===== src/hcr_map.svh =====
// Offsets, field positions, reset values and timing counts of the host configuration block.
// Assumes a 125 MHz system clock and byte addresses on a 9-bit register port.
`ifndef HCR_MAP_SVH
`define HCR_MAP_SVH

`define HCR_OFF_CFG        9'h108
`define HCR_OFF_MAC_LO     9'h110
`define HCR_OFF_MAC_MID    9'h112
`define HCR_OFF_MAC_HI     9'h114
`define HCR_OFF_PROM_CTL   9'h122
`define HCR_OFF_BIST_STAT  9'h124
`define HCR_OFF_GLB_RST    9'h126

`define HCR_CFG_ENDIAN     10
`define HCR_CFG_PRESENT    9
`define HCR_CFG_W8         7
`define HCR_CFG_W16        6
`define HCR_CFG_SHARED     4
`define HCR_CFG_LOW_RST    4'h2

`define HCR_CTL_DIR        5
`define HCR_CTL_EN         4
`define HCR_CTL_DIN        3
`define HCR_CTL_DOUT       2
`define HCR_CTL_SK         1
`define HCR_CTL_CS         0

`define HCR_ST_DONE        15
`define HCR_GRR_BIST       3

`define HCR_MAC_FIRST      2'h1
`define HCR_MAC_LAST       2'h3
`define HCR_PROM_READ_OP   3'h6
`define HCR_PROM_BITS      5'h19
`define HCR_PROM_DATA_BITS 5'h10
`define HCR_SYNC_WAIT      2'h3

`define HCR_CLK_MHZ        125
`define HCR_PROM_HALF_NS   500
`define HCR_PROM_HALF_CYC  ((`HCR_PROM_HALF_NS * `HCR_CLK_MHZ + 999) / 1000)

`define HCR_MEM_AW         5
`define HCR_MEM_W          16
`define HCR_MEM_PAT        16'h5A5A

`endif


===== src/hcr_pkg.sv =====
// Types shared by the host configuration block and its memory self-test engine.
// Assumes hcr_map.svh is on the include path.
`include "hcr_map.svh"

package hcr_pkg;

  typedef enum logic [1:0] {HCR_SYNC, HCR_LOAD, HCR_GAP, HCR_IDLE} hcr_state_t;
  typedef enum logic [1:0] {HCR_B_IDLE, HCR_B_WR, HCR_B_RD, HCR_B_CHK} hcr_bphase_t;

  typedef struct packed {
    hcr_state_t       st;
    logic [1:0]       wait_cnt;
    logic [3:0]       s1;
    logic [3:0]       s2;
    logic             endian;
    logic             present;
    logic             wide16;
    logic [6:0]       div;
    logic             ph;
    logic [4:0]       bits;
    logic [1:0]       word;
    logic [15:0]      sh;
    logic             ld_cs;
    logic             ld_sk;
    logic [2:0][15:0] mac;
    logic             ee_dir;
    logic             ee_en;
    logic             ee_dout;
    logic             ee_sk;
    logic             ee_cs;
    logic             cs_o;
    logic             sk_o;
    logic             do_o;
    logic             oe_n;
    logic             grr_bist;
    logic             bist_run;
    logic [15:0]      rdata;
  } hcr_top_state_t;

  typedef struct packed {
    hcr_bphase_t            ph;
    logic                   run_q;
    logic                   pass;
    logic [`HCR_MEM_AW-1:0] addr;
    logic                   chk;
    logic [`HCR_MEM_W-1:0]  exp;
    logic                   done;
    logic                   fail;
    logic [2:0]             cnt;
  } hcr_bist_state_t;

endpackage


===== src/hcr_bist.sv =====
// Self-test engine holding one packet memory, run with a write pass and a compare pass twice.
// Assumes i_run comes from logic on the same clock; a rising i_run clears the results.
`timescale 1ns/100ps
`include "hcr_map.svh"

module hcr_bist (
  input  wire logic       i_clk,
  input  wire logic       i_rstn,
  input  wire logic       i_run,
  output logic            o_done,
  output logic            o_fail,
  output logic [2:0]      o_cnt
);
  import hcr_pkg::*;

  localparam logic [`HCR_MEM_AW-1:0] LAST = '1;

  hcr_bist_state_t        r;
  hcr_bist_state_t        n;
  logic [`HCR_MEM_W-1:0]  mem [2**`HCR_MEM_AW];
  logic [`HCR_MEM_W-1:0]  rd_q;
  logic [`HCR_MEM_W-1:0]  pat;

  assign pat = {r.pass, {3{r.addr}}} ^ `HCR_MEM_PAT ^ {`HCR_MEM_W{r.pass}};

  always_comb begin
    n = r;
    n.run_q = i_run;
    n.chk = 1'b0;
    if (r.chk && rd_q != r.exp) begin
      n.fail = 1'b1;
      if (r.cnt != 3'h7) begin
        n.cnt = r.cnt + 3'h1;
      end
    end
    case (r.ph)
      HCR_B_WR: begin
        n.addr = r.addr + 1'b1;
        if (r.addr == LAST) begin
          n.ph = HCR_B_RD;
        end
      end
      HCR_B_RD: begin
        n.chk = 1'b1;
        n.exp = pat;
        n.addr = r.addr + 1'b1;
        if (r.addr == LAST) begin
          n.ph = HCR_B_CHK;
        end
      end
      HCR_B_CHK: begin
        if (!r.chk) begin
          n.pass = 1'b1;
          n.ph = r.pass ? HCR_B_IDLE : HCR_B_WR;
          n.done = r.pass;
        end
      end
      default: begin
        n.ph = HCR_B_IDLE;
      end
    endcase
    if (i_run && !r.run_q) begin
      n = '0;
      n.run_q = 1'b1;
      n.ph = HCR_B_WR;
    end else if (!i_run) begin
      n.ph = HCR_B_IDLE;
    end
  end

  always_ff @(posedge i_clk or negedge i_rstn) begin
    if (!i_rstn) begin
      r <= '0;
    end else begin
      r <= n;
    end
  end

  always_ff @(posedge i_clk) begin
    if (r.ph == HCR_B_WR) begin
      mem[r.addr] <= pat;
    end
    rd_q <= mem[r.addr];
  end

  assign o_done = r.done;
  assign o_fail = r.fail;
  assign o_cnt  = r.cnt;

endmodule


===== src/hcr_top.sv =====
// Host configuration registers: straps, host station address, serial PROM pins, self-test status.
// Assumes a register port on the system clock and asynchronous strap and PROM data pins.
//
// Local design decision: the address-and-strobe port.
`timescale 1ns/100ps
`include "hcr_map.svh"

// Notes on behaviour
// - Endian strap latched into bit 10.
// - PROM presence strap latched into bit 9.
// - Bit 7 set for 8-bit bus.
// - Bit 6 set for 16-bit bus.
// - Bit 4 always reads one, shared bus.
// - Present PROM loads address from word 1.
// - Words 1, 2, 3 fill low, mid, high.
// - Address writes never touch the PROM.
// - Access bit 4 hands pins to bits 3-0.
// - Write-only bit 5 picks read or write.
// - Bit 3 reads the live data pin.
// - Bit 2 drives the data out pin.
// - Bit 1 drives the serial clock pin.
// - Bit 0 drives chip select, resets low.
// - Both memories self-test after reset, results read-only.
// - Bit 15 reads done, resets zero.
// - Bit 12 shows transmit test completed.
// - Bit 11 shows transmit test failed.
// - Bits 10-8 give transmit fail count.
// - Global reset bit 3 starts, stops self-test.
// - Bits 4-0 give receive results.
module hcr_top (
  input  wire logic        i_clk,
  input  wire logic        i_rstn,
  input  wire logic [8:0]  i_addr,
  input  wire logic [15:0] i_wdata,
  input  wire logic        i_wr,
  input  wire logic        i_rd,
  output logic      [15:0] o_rdata,
  input  wire logic        i_endian_strap_pin,
  input  wire logic        i_bus_width_strap_pin,
  input  wire logic        i_prom_presence_strap_pin,
  input  wire logic        i_prom_data_pin,
  output logic             o_prom_data_pin,
  output logic             o_prom_data_pin_oe_n,
  output logic             o_prom_clock_pin,
  output logic             o_prom_select_pin
);
  import hcr_pkg::*;

  localparam logic [6:0] HALF = 7'(`HCR_PROM_HALF_CYC - 1);

  hcr_top_state_t r;
  hcr_top_state_t n;
  logic           tick;
  logic           loading;
  logic           tx_done;
  logic           tx_fail;
  logic [2:0]     tx_cnt;
  logic           rx_done;
  logic           rx_fail;
  logic [2:0]     rx_cnt;

  function automatic logic [15:0] cmd(input logic [1:0] w);
    cmd = {`HCR_PROM_READ_OP, 4'h0, w, 7'h00};
  endfunction

  hcr_bist u_tx_bist (
    .i_clk  (i_clk),
    .i_rstn (i_rstn),
    .i_run  (r.bist_run),
    .o_done (tx_done),
    .o_fail (tx_fail),
    .o_cnt  (tx_cnt)
  );

  hcr_bist u_rx_bist (
    .i_clk  (i_clk),
    .i_rstn (i_rstn),
    .i_run  (r.bist_run),
    .o_done (rx_done),
    .o_fail (rx_fail),
    .o_cnt  (rx_cnt)
  );

  assign tick = (r.div == 7'h00);
  assign loading = (r.st != HCR_IDLE);

  always_comb begin
    n = r;
    n.s1 = {i_endian_strap_pin, i_bus_width_strap_pin, i_prom_presence_strap_pin,
            i_prom_data_pin};
    n.s2 = r.s1;
    n.div = tick ? HALF : r.div - 7'h01;
    n.rdata = 16'h0000;
    case (r.st)
      HCR_SYNC: begin
        if (r.wait_cnt == 2'h0) begin
          n.endian  = r.s2[3];
          n.wide16  = r.s2[2];
          n.present = r.s2[1];
          n.word    = `HCR_MAC_FIRST;
          n.sh      = cmd(`HCR_MAC_FIRST);
          n.bits    = `HCR_PROM_BITS;
          n.ld_cs   = r.s2[1];
          n.st      = r.s2[1] ? HCR_LOAD : HCR_IDLE;
        end else begin
          n.wait_cnt = r.wait_cnt - 2'h1;
        end
      end
      HCR_LOAD: begin
        if (tick) begin
          n.ph = !r.ph;
          n.ld_sk = !r.ph;
          if (r.ph) begin
            n.sh = {r.sh[14:0], r.s2[0]};
            n.bits = r.bits - 5'h01;
            if (r.bits == 5'h01) begin
              n.mac[2'(r.word - 2'h1)] = {r.sh[14:0], r.s2[0]};
              n.ld_cs = 1'b0;
              n.st = HCR_GAP;
            end
          end
        end
      end
      HCR_GAP: begin
        if (tick) begin
          if (r.word == `HCR_MAC_LAST) begin
            n.st = HCR_IDLE;
          end else begin
            n.word = r.word + 2'h1;
            n.sh = cmd(r.word + 2'h1);
            n.bits = `HCR_PROM_BITS;
            n.ld_cs = 1'b1;
            n.st = HCR_LOAD;
          end
        end
      end
      default: begin
        n.st = HCR_IDLE;
      end
    endcase
    if (loading) begin
      n.cs_o = r.ld_cs;
      n.sk_o = r.ld_sk;
      n.do_o = r.sh[15];
      n.oe_n = !(r.ld_cs && r.bits > `HCR_PROM_DATA_BITS);
    end else begin
      n.cs_o = r.ee_en & r.ee_cs;
      n.sk_o = r.ee_en & r.ee_sk;
      n.do_o = r.ee_en & r.ee_dout;
      n.oe_n = !(r.ee_en & r.ee_dir);
    end
    if (r.grr_bist) begin
      n.bist_run = 1'b1;
    end
    if (i_wr) begin
      case (i_addr)
        `HCR_OFF_MAC_LO:  if (!loading) n.mac[0] = i_wdata;
        `HCR_OFF_MAC_MID: if (!loading) n.mac[1] = i_wdata;
        `HCR_OFF_MAC_HI:  if (!loading) n.mac[2] = i_wdata;
        `HCR_OFF_PROM_CTL: begin
          if (!loading) begin
            n.ee_dir  = i_wdata[`HCR_CTL_DIR];
            n.ee_en   = i_wdata[`HCR_CTL_EN];
            n.ee_dout = i_wdata[`HCR_CTL_DOUT];
            n.ee_sk   = i_wdata[`HCR_CTL_SK];
            n.ee_cs   = i_wdata[`HCR_CTL_CS];
          end
        end
        `HCR_OFF_GLB_RST: begin
          n.grr_bist = i_wdata[`HCR_GRR_BIST];
          // A low cycle lets a second start request restart a finished run.
          n.bist_run = 1'b0;
        end
        default: begin
        end
      endcase
    end
    if (i_rd) begin
      case (i_addr)
        `HCR_OFF_CFG: begin
          n.rdata[3:0] = `HCR_CFG_LOW_RST;
          n.rdata[`HCR_CFG_ENDIAN]  = r.endian;
          n.rdata[`HCR_CFG_PRESENT] = r.present;
          n.rdata[`HCR_CFG_W8]      = !r.wide16;
          n.rdata[`HCR_CFG_W16]     = r.wide16;
          n.rdata[`HCR_CFG_SHARED]  = 1'b1;
        end
        `HCR_OFF_MAC_LO:  n.rdata = loading ? 16'h0000 : r.mac[0];
        `HCR_OFF_MAC_MID: n.rdata = loading ? 16'h0000 : r.mac[1];
        `HCR_OFF_MAC_HI:  n.rdata = loading ? 16'h0000 : r.mac[2];
        `HCR_OFF_PROM_CTL: begin
          n.rdata[`HCR_CTL_EN]   = r.ee_en;
          n.rdata[`HCR_CTL_DIN]  = r.s2[0];
          n.rdata[`HCR_CTL_DOUT] = r.ee_dout;
          n.rdata[`HCR_CTL_SK]   = r.ee_sk;
          n.rdata[`HCR_CTL_CS]   = r.ee_cs;
        end
        `HCR_OFF_BIST_STAT: begin
          n.rdata = {tx_done & rx_done, 2'b00, tx_done, tx_fail, tx_cnt,
                     3'b000, rx_done, rx_fail, rx_cnt};
        end
        `HCR_OFF_GLB_RST: n.rdata[`HCR_GRR_BIST] = r.grr_bist;
        default: n.rdata = 16'h0000;
      endcase
    end
  end

  always_ff @(posedge i_clk or negedge i_rstn) begin
    if (!i_rstn) begin
      r <= '0;
      r.st <= HCR_SYNC;
      r.wait_cnt <= `HCR_SYNC_WAIT;
      r.oe_n <= 1'b1;
      r.bist_run <= 1'b1;
    end else begin
      r <= n;
    end
  end

  assign o_rdata              = r.rdata;
  assign o_prom_data_pin      = r.do_o;
  assign o_prom_data_pin_oe_n = r.oe_n;
  assign o_prom_clock_pin     = r.sk_o;
  assign o_prom_select_pin    = r.cs_o;

  a_cfg_endian: assert property (@(posedge i_clk) disable iff (!i_rstn)
    (i_rd && i_addr == `HCR_OFF_CFG) |=> o_rdata[`HCR_CFG_ENDIAN] == $past(r.endian))
    else $error("Endian bit does not match latched strap.");
  a_cfg_present: assert property (@(posedge i_clk) disable iff (!i_rstn)
    (r.st == HCR_SYNC && r.wait_cnt == 2'h0) |=> r.present == $past(r.s2[1]))
    else $error("Presence strap not latched.");
  a_cfg_width: assert property (@(posedge i_clk) disable iff (!i_rstn)
    (i_rd && i_addr == `HCR_OFF_CFG) |=> (o_rdata[7:6] == {!r.wide16, r.wide16}) && o_rdata[4])
    else $error("Bus width or shared bits wrong.");
  a_pin_disabled: assert property (@(posedge i_clk) disable iff (!i_rstn)
    (!loading && !r.ee_en) |=> !o_prom_select_pin && !o_prom_clock_pin && o_prom_data_pin_oe_n)
    else $error("PROM pins active while access disabled.");
  a_pin_follow: assert property (@(posedge i_clk) disable iff (!i_rstn)
    (!loading && r.ee_en) |=> o_prom_clock_pin == $past(r.ee_sk) && o_prom_select_pin == $past(r.ee_cs))
    else $error("PROM clock or select not following control bits.");
  a_pin_dir: assert property (@(posedge i_clk) disable iff (!i_rstn)
    (!loading && r.ee_en && r.ee_dir) |=> !o_prom_data_pin_oe_n && o_prom_data_pin == $past(r.ee_dout))
    else $error("PROM data pin not driven in write direction.");
  a_din_live: assert property (@(posedge i_clk) disable iff (!i_rstn)
    (i_rd && i_addr == `HCR_OFF_PROM_CTL) |=> o_rdata[`HCR_CTL_DIN] == $past(r.s2[0]))
    else $error("Data pin status bit wrong.");
  a_load_word: assert property (@(posedge i_clk) disable iff (!i_rstn)
    (r.st == HCR_LOAD && tick && r.ph && r.bits == 5'h01)
    |=> r.mac[$past(r.word) - 2'h1] == $past({r.sh[14:0], r.s2[0]}) ##1 r.st == HCR_GAP)
    else $error("Loaded word went to the wrong address register.");
  a_load_block: assert property (@(posedge i_clk) disable iff (!i_rstn)
    (loading && i_rd && i_addr == `HCR_OFF_MAC_LO) |=> o_rdata == 16'h0000)
    else $error("Address read honoured during automatic load.");
  a_bist_done: assert property (@(posedge i_clk) disable iff (!i_rstn)
    (i_rd && i_addr == `HCR_OFF_BIST_STAT) |=> o_rdata[15] == $past(tx_done & rx_done))
    else $error("Self-test done bit wrong.");
  a_stat_tx_fields: assert property (@(posedge i_clk) disable iff (!i_rstn)
    (i_rd && i_addr == `HCR_OFF_BIST_STAT) |=> o_rdata[12:8] == $past({tx_done, tx_fail, tx_cnt}))
    else $error("Transmit self-test fields wrong.");
  a_bist_restart: assert property (@(posedge i_clk) disable iff (!i_rstn)
    (i_wr && i_addr == `HCR_OFF_GLB_RST && i_wdata[`HCR_GRR_BIST]) |-> ##3 !tx_done && !rx_done)
    else $error("Self-test start did not restart the run.");
  a_bist_stop: assert property (@(posedge i_clk) disable iff (!i_rstn)
    (i_wr && i_addr == `HCR_OFF_GLB_RST && !i_wdata[`HCR_GRR_BIST]) |=> !r.bist_run)
    else $error("Self-test stop not honoured.");
  a_pin_data: assert property (@(posedge i_clk) disable iff (!i_rstn)
    (!loading && r.ee_en) |=> o_prom_data_pin == $past(r.ee_dout))
    else $error("PROM data out not following control bit.");
  a_load_start: assert property (@(posedge i_clk) disable iff (!i_rstn)
    (r.st == HCR_SYNC && r.wait_cnt == 2'h0 && r.s2[1])
    |=> r.st == HCR_LOAD && r.word == `HCR_MAC_FIRST)
    else $error("Automatic load did not start at the first word.");
  a_mac_write: assert property (@(posedge i_clk) disable iff (!i_rstn)
    (!loading && i_wr && i_addr == `HCR_OFF_MAC_MID) |=> r.mac[1] == $past(i_wdata))
    else $error("Address register write not stored.");

  c_load_end: cover property (@(posedge i_clk) disable iff (!i_rstn)
    r.st == HCR_GAP && r.word == `HCR_MAC_LAST && tick);
  c_bist_done: cover property (@(posedge i_clk) disable iff (!i_rstn) tx_done && rx_done);
  c_bist_restart: cover property (@(posedge i_clk) disable iff (!i_rstn)
    i_wr && i_addr == `HCR_OFF_GLB_RST && i_wdata[`HCR_GRR_BIST] && tx_done);
  c_sw_write: cover property (@(posedge i_clk) disable iff (!i_rstn)
    !loading && r.ee_en && r.ee_dir && r.ee_cs);

endmodule


===== config.mk =====
export PLATFORM = sky130hd
export DESIGN_NAME = hcr_top
export DESIGN_NICKNAME = d
export VERILOG_FILES = /design/src/hcr_pkg.sv /design/src/hcr_bist.sv /design/src/hcr_top.sv
export VERILOG_INCLUDE_DIRS = /design/src
export SDC_FILE = /design/constraint.sdc
export NUM_CORES = 1
export LEC_CHECK = 0
export BUFFER_PORTS_ARGS = -buffer_cell sky130_fd_sc_hd__buf_2
export CELL_PAD_IN_SITES_DETAIL_PLACEMENT = 2
export CELL_PAD_IN_SITES_GLOBAL_PLACEMENT = 2
export CORE_MARGIN = 2
export CORE_UTILIZATION = 51
export DETAILED_ROUTE_END_ITERATION = 8
export GPL_TIMING_DRIVEN = 0
export PLACE_DENSITY_LB_ADDON = 0.1
export REMOVE_ABC_BUFFERS = 1
export SYNTH_ARGS = -nofsm -noshare
export SYNTH_HDL_FRONTEND = slang
export SYNTH_HIERARCHICAL = 1
export SYNTH_SLANG_ARGS = --single-unit

===== constraint.sdc =====
create_clock -name i_clk -period 6 [get_ports i_clk]
set_clock_uncertainty 0.1 [all_clocks]
set_input_delay 0.3 -clock i_clk [delete_from_list [all_inputs] [get_ports i_clk]]
set_output_delay 0.3 -clock i_clk [all_outputs]
set_load 0.03 [all_outputs]

==> impl_results.md <==
- Outcome: complete, no violations
- Hold buffers post-CTS: 23
- Fmax: 0.293 GHz
- Die Area: 53100 sq um
- Largest net degree at the start of global routing: 85
- Area of placed instances: 27000 sq um
- Final std cells w/o fill: 2433
- Fin util: 58.1%
- Vias in the first global route: 17200
- Post-cts resize count: 0
- GRT Overall Usage: 32.3%
- Grt ovf: 0
- Worst-path clk slew: 0.06 ns
- Seq. cell area: 17900 sq um
- First-pass GRT wire length: 124 mm
- Multi-input logic area: 7610 sq um
- FILL cells: 4299
- Number of synthesized flops with an enable pin: 448
- Clock Latency Late Sink: 0.62 ns
- Share of cells above drive strength 1: 17.5%
- CP Class: reg2reg
- Starting Density: 51.3%
- DRC Markers: 0
- Cell-internal power: 8.75 mW
- Worst vdd ir: 0.294 mV
- Hold Vio Cnt, Final: 0
- Area growth from synthesis to layout: 13.2%
- Global-route met1 utilization: 42.1%
- PortBufs: 52
- Cell area after synthesis: 26200 sq um
- H-Tree Level Count: 3
- Sw Ratio: 29.6%
- Post-synthesis async set-or-reset flop share: 26.4%
- Via/cell ratio: 6.36
- Setup crit end kind: flop
- I/O pins: 53
- Rows: 83
- Synth Area per Inst: 15.9 sq um
- NumNets Final: 1765
- Setup violators final: 0
- Final Max Slew Viols: 0
- Placed cells: 2284
- Clk buf depth: 3
- Detailed-route via count: 15500
- 1st-iter DRT viols: 1576
- CTS sink count: 628
- Busiest grt layer: met2
- CP max FO: 32
- Placeable Area: 51000 sq um
- WP data arrival: 3.77 ns
- DRT Pass-1 Iters: 6
- Max Cap Violations: 0
- Routed wire length: 84.0 mm
- Power Total: 12.4 mW
- Final instance area: 29600 sq um
- CTS tree: done
- Startpoint type of the worst setup path: flop
- Req. time, crit path: 6.35 ns
- RSZ-0062 raised after global routing: no
- Reg2Reg Setup Slack: 2.59 ns
- CTS buffer count: 68
- Clk pwr share: 36.2%
- Switching Power: 3.68 mW
- Die Wd: 230 um
- Fin crit share: 56.9%
- Post-DRT Antenna Nets: 0
- Synth Flop Type: edfxtp_1
- Post-Syn Instances: 1650
- Met3 Use GR: 4.74%
- Slew @ Worst Pin: 1.32 ns
- Sequential cell fraction of total power: 45.5%
- Fin crit period: 3.41 ns
- Power share of the combinational group: 18.3%
- Hold Crit Class: in2reg
- Yosys cell types: 64
- Antenna diodes: 0
- Gpl congestion: 0.782
- Initial antenna violation count: 1
- Die Ht: 230 um
- Post-CTS Setup Inserts: 0
- Ys Warns: 6
- Grt met2 use: 56.6%
- Drt wl/cell: 34.5 um
- Relative slew slack: 11.3%
- CTS Root Cell: clkbuf_16
- P per Cell Area: 420 nW/um^2
- Yosys reg bits: 628
- Sequential fraction of the synthesis area: 68.4%
- HPWL after DPL: 48.5 mm
- Fin Setup TNS: 0 ns
- Pleak: 11.0 nW
==> cells in the final DEF, fill, tap and decap left out, drive strengths merged, types with 14 or more instances in the layout <==
cell type	Yosys	routed
a21oi	48	48
a22oi	61	61
a31oi	22	22
and3	15	15
buf	57	68
clkbuf	56	89
clkinv	0	19
dfrtp	162	162
dfxtp	14	14
dlygate4sd3	0	23
edfxtp	448	448
ha	34	34
inv	36	39
mux2	16	16
mux2i	61	61
mux4	112	112
nand2	105	105
nand3	21	21
nand4	18	18
nor2	164	164
o21ai	30	30
xor2	23	23
==> registers in the layout, indices dropped and copies added (netlist names), 3 cells and up <==
name and count:
u_tx_bist/r 17, u_tx_bist/mem 224, u_tx_bist/rd_q 7, u_rx_bist/o_cnt 3, n 4, r 98
u_rx_bist/rd_q 7, o_rdata 16, u_tx_bist/o_cnt 3, u_rx_bist/mem 224, u_rx_bist/r 17
==> power by group through the flow <==
stage	registers, mW	clock network, mW	logic [mW]
after detailed placement	5.72	0	2.18
after CTS	5.65	4.58	2.28
after global routing	5.68	4.69	2.39
after floorplan	5.64	0	1.22
after global placement	5.84	0	1.79
final	5.65	4.51	2.28
==> worst max-delay path: stages (launching register included) <==
cell and delay, ns:
dfrtp_1 0.46, ha_1 0.50, and2_1 0.76, nand3_2 0.89
nor2_1 0.43, a21oi_1 0.10
==> through the flow <==
stage	setup slack, ns	hold slack (ns)
2_1_floorplan	2.09	-0.0956
3_3_place_gp	-0.571	0.233
3_5_place_dp	2.27	0.241
4_1_cts	2.19	0.00313
5_1_grt	2.46	0.0671
6_report	2.59	0.0534
==> synthesized netlist by cell type, types with 24 or more instances <==
cell | number | area [sq um]
edfxtp_1 | 448 | 13500
dfrtp_1 | 162 | 4050
clkbuf_1 | 56 | 210
mux4_2 | 88 | 1980
a21oi_1 | 48 | 240
o21ai_0 | 30 | 150
nor2_1 | 164 | 616
inv_1 | 36 | 135
nand2_1 | 105 | 394
a22oi_1 | 61 | 458
ha_1 | 34 | 425
mux4_1 | 24 | 631
buf_4 | 27 | 203
mux2i_1 | 61 | 611
==> cell families (layout without fill, tap and decap cells) <==
kind of cell	Yosys count	in the layout	synth area share (%)
buffers and inverters	149	252	2.97
XOR/XNOR	36	36	1.21
adder cells (fa/ha/maj)	34	34	1.63
flip-flops	628	628	68.4
AO/OA/AOI/OAI	217	217	5.55
AND/OR/NAND/NOR	397	397	7.25
multiplexers	189	189	13.0
==> cell type report <==
type / count / area share (%)
flip-flops and latches: 628 / 60.5
inverters: 36 / 0.456
clock inverters: 36 / 1.57
well taps: 680 / 2.87
clock buffers: 89 / 6.29
multi-input cells: 873 / 25.7
repair buffers: 91 / 2.65
==> worst paths after layout <==
kind / depth (start not counted) / end / from
worst min-delay path: 4 / o_rdata[4] / i_addr[6]
worst max-delay path: 5 / r[69] / r[121]
worst min register to register: 0 / r[111] / n[111]
min in group asynchronous: 2 / u_tx_bist/r[17] / i_rstn
worst max register to register: 5 / r[69] / r[121]
max in group asynchronous: 3 / r[120] / i_rstn
==> layer usage <==
layer  vias up  share of wire [%]  routed length [um]
met2       615                 52               43700
met5         -              0.015                  13
met4         2                2.9                2390
li1       6401                  -                   -
met1      8298                 40               33400
met3       158                5.3                4490
No activity file was read; power rests on OpenSTA's default activity.
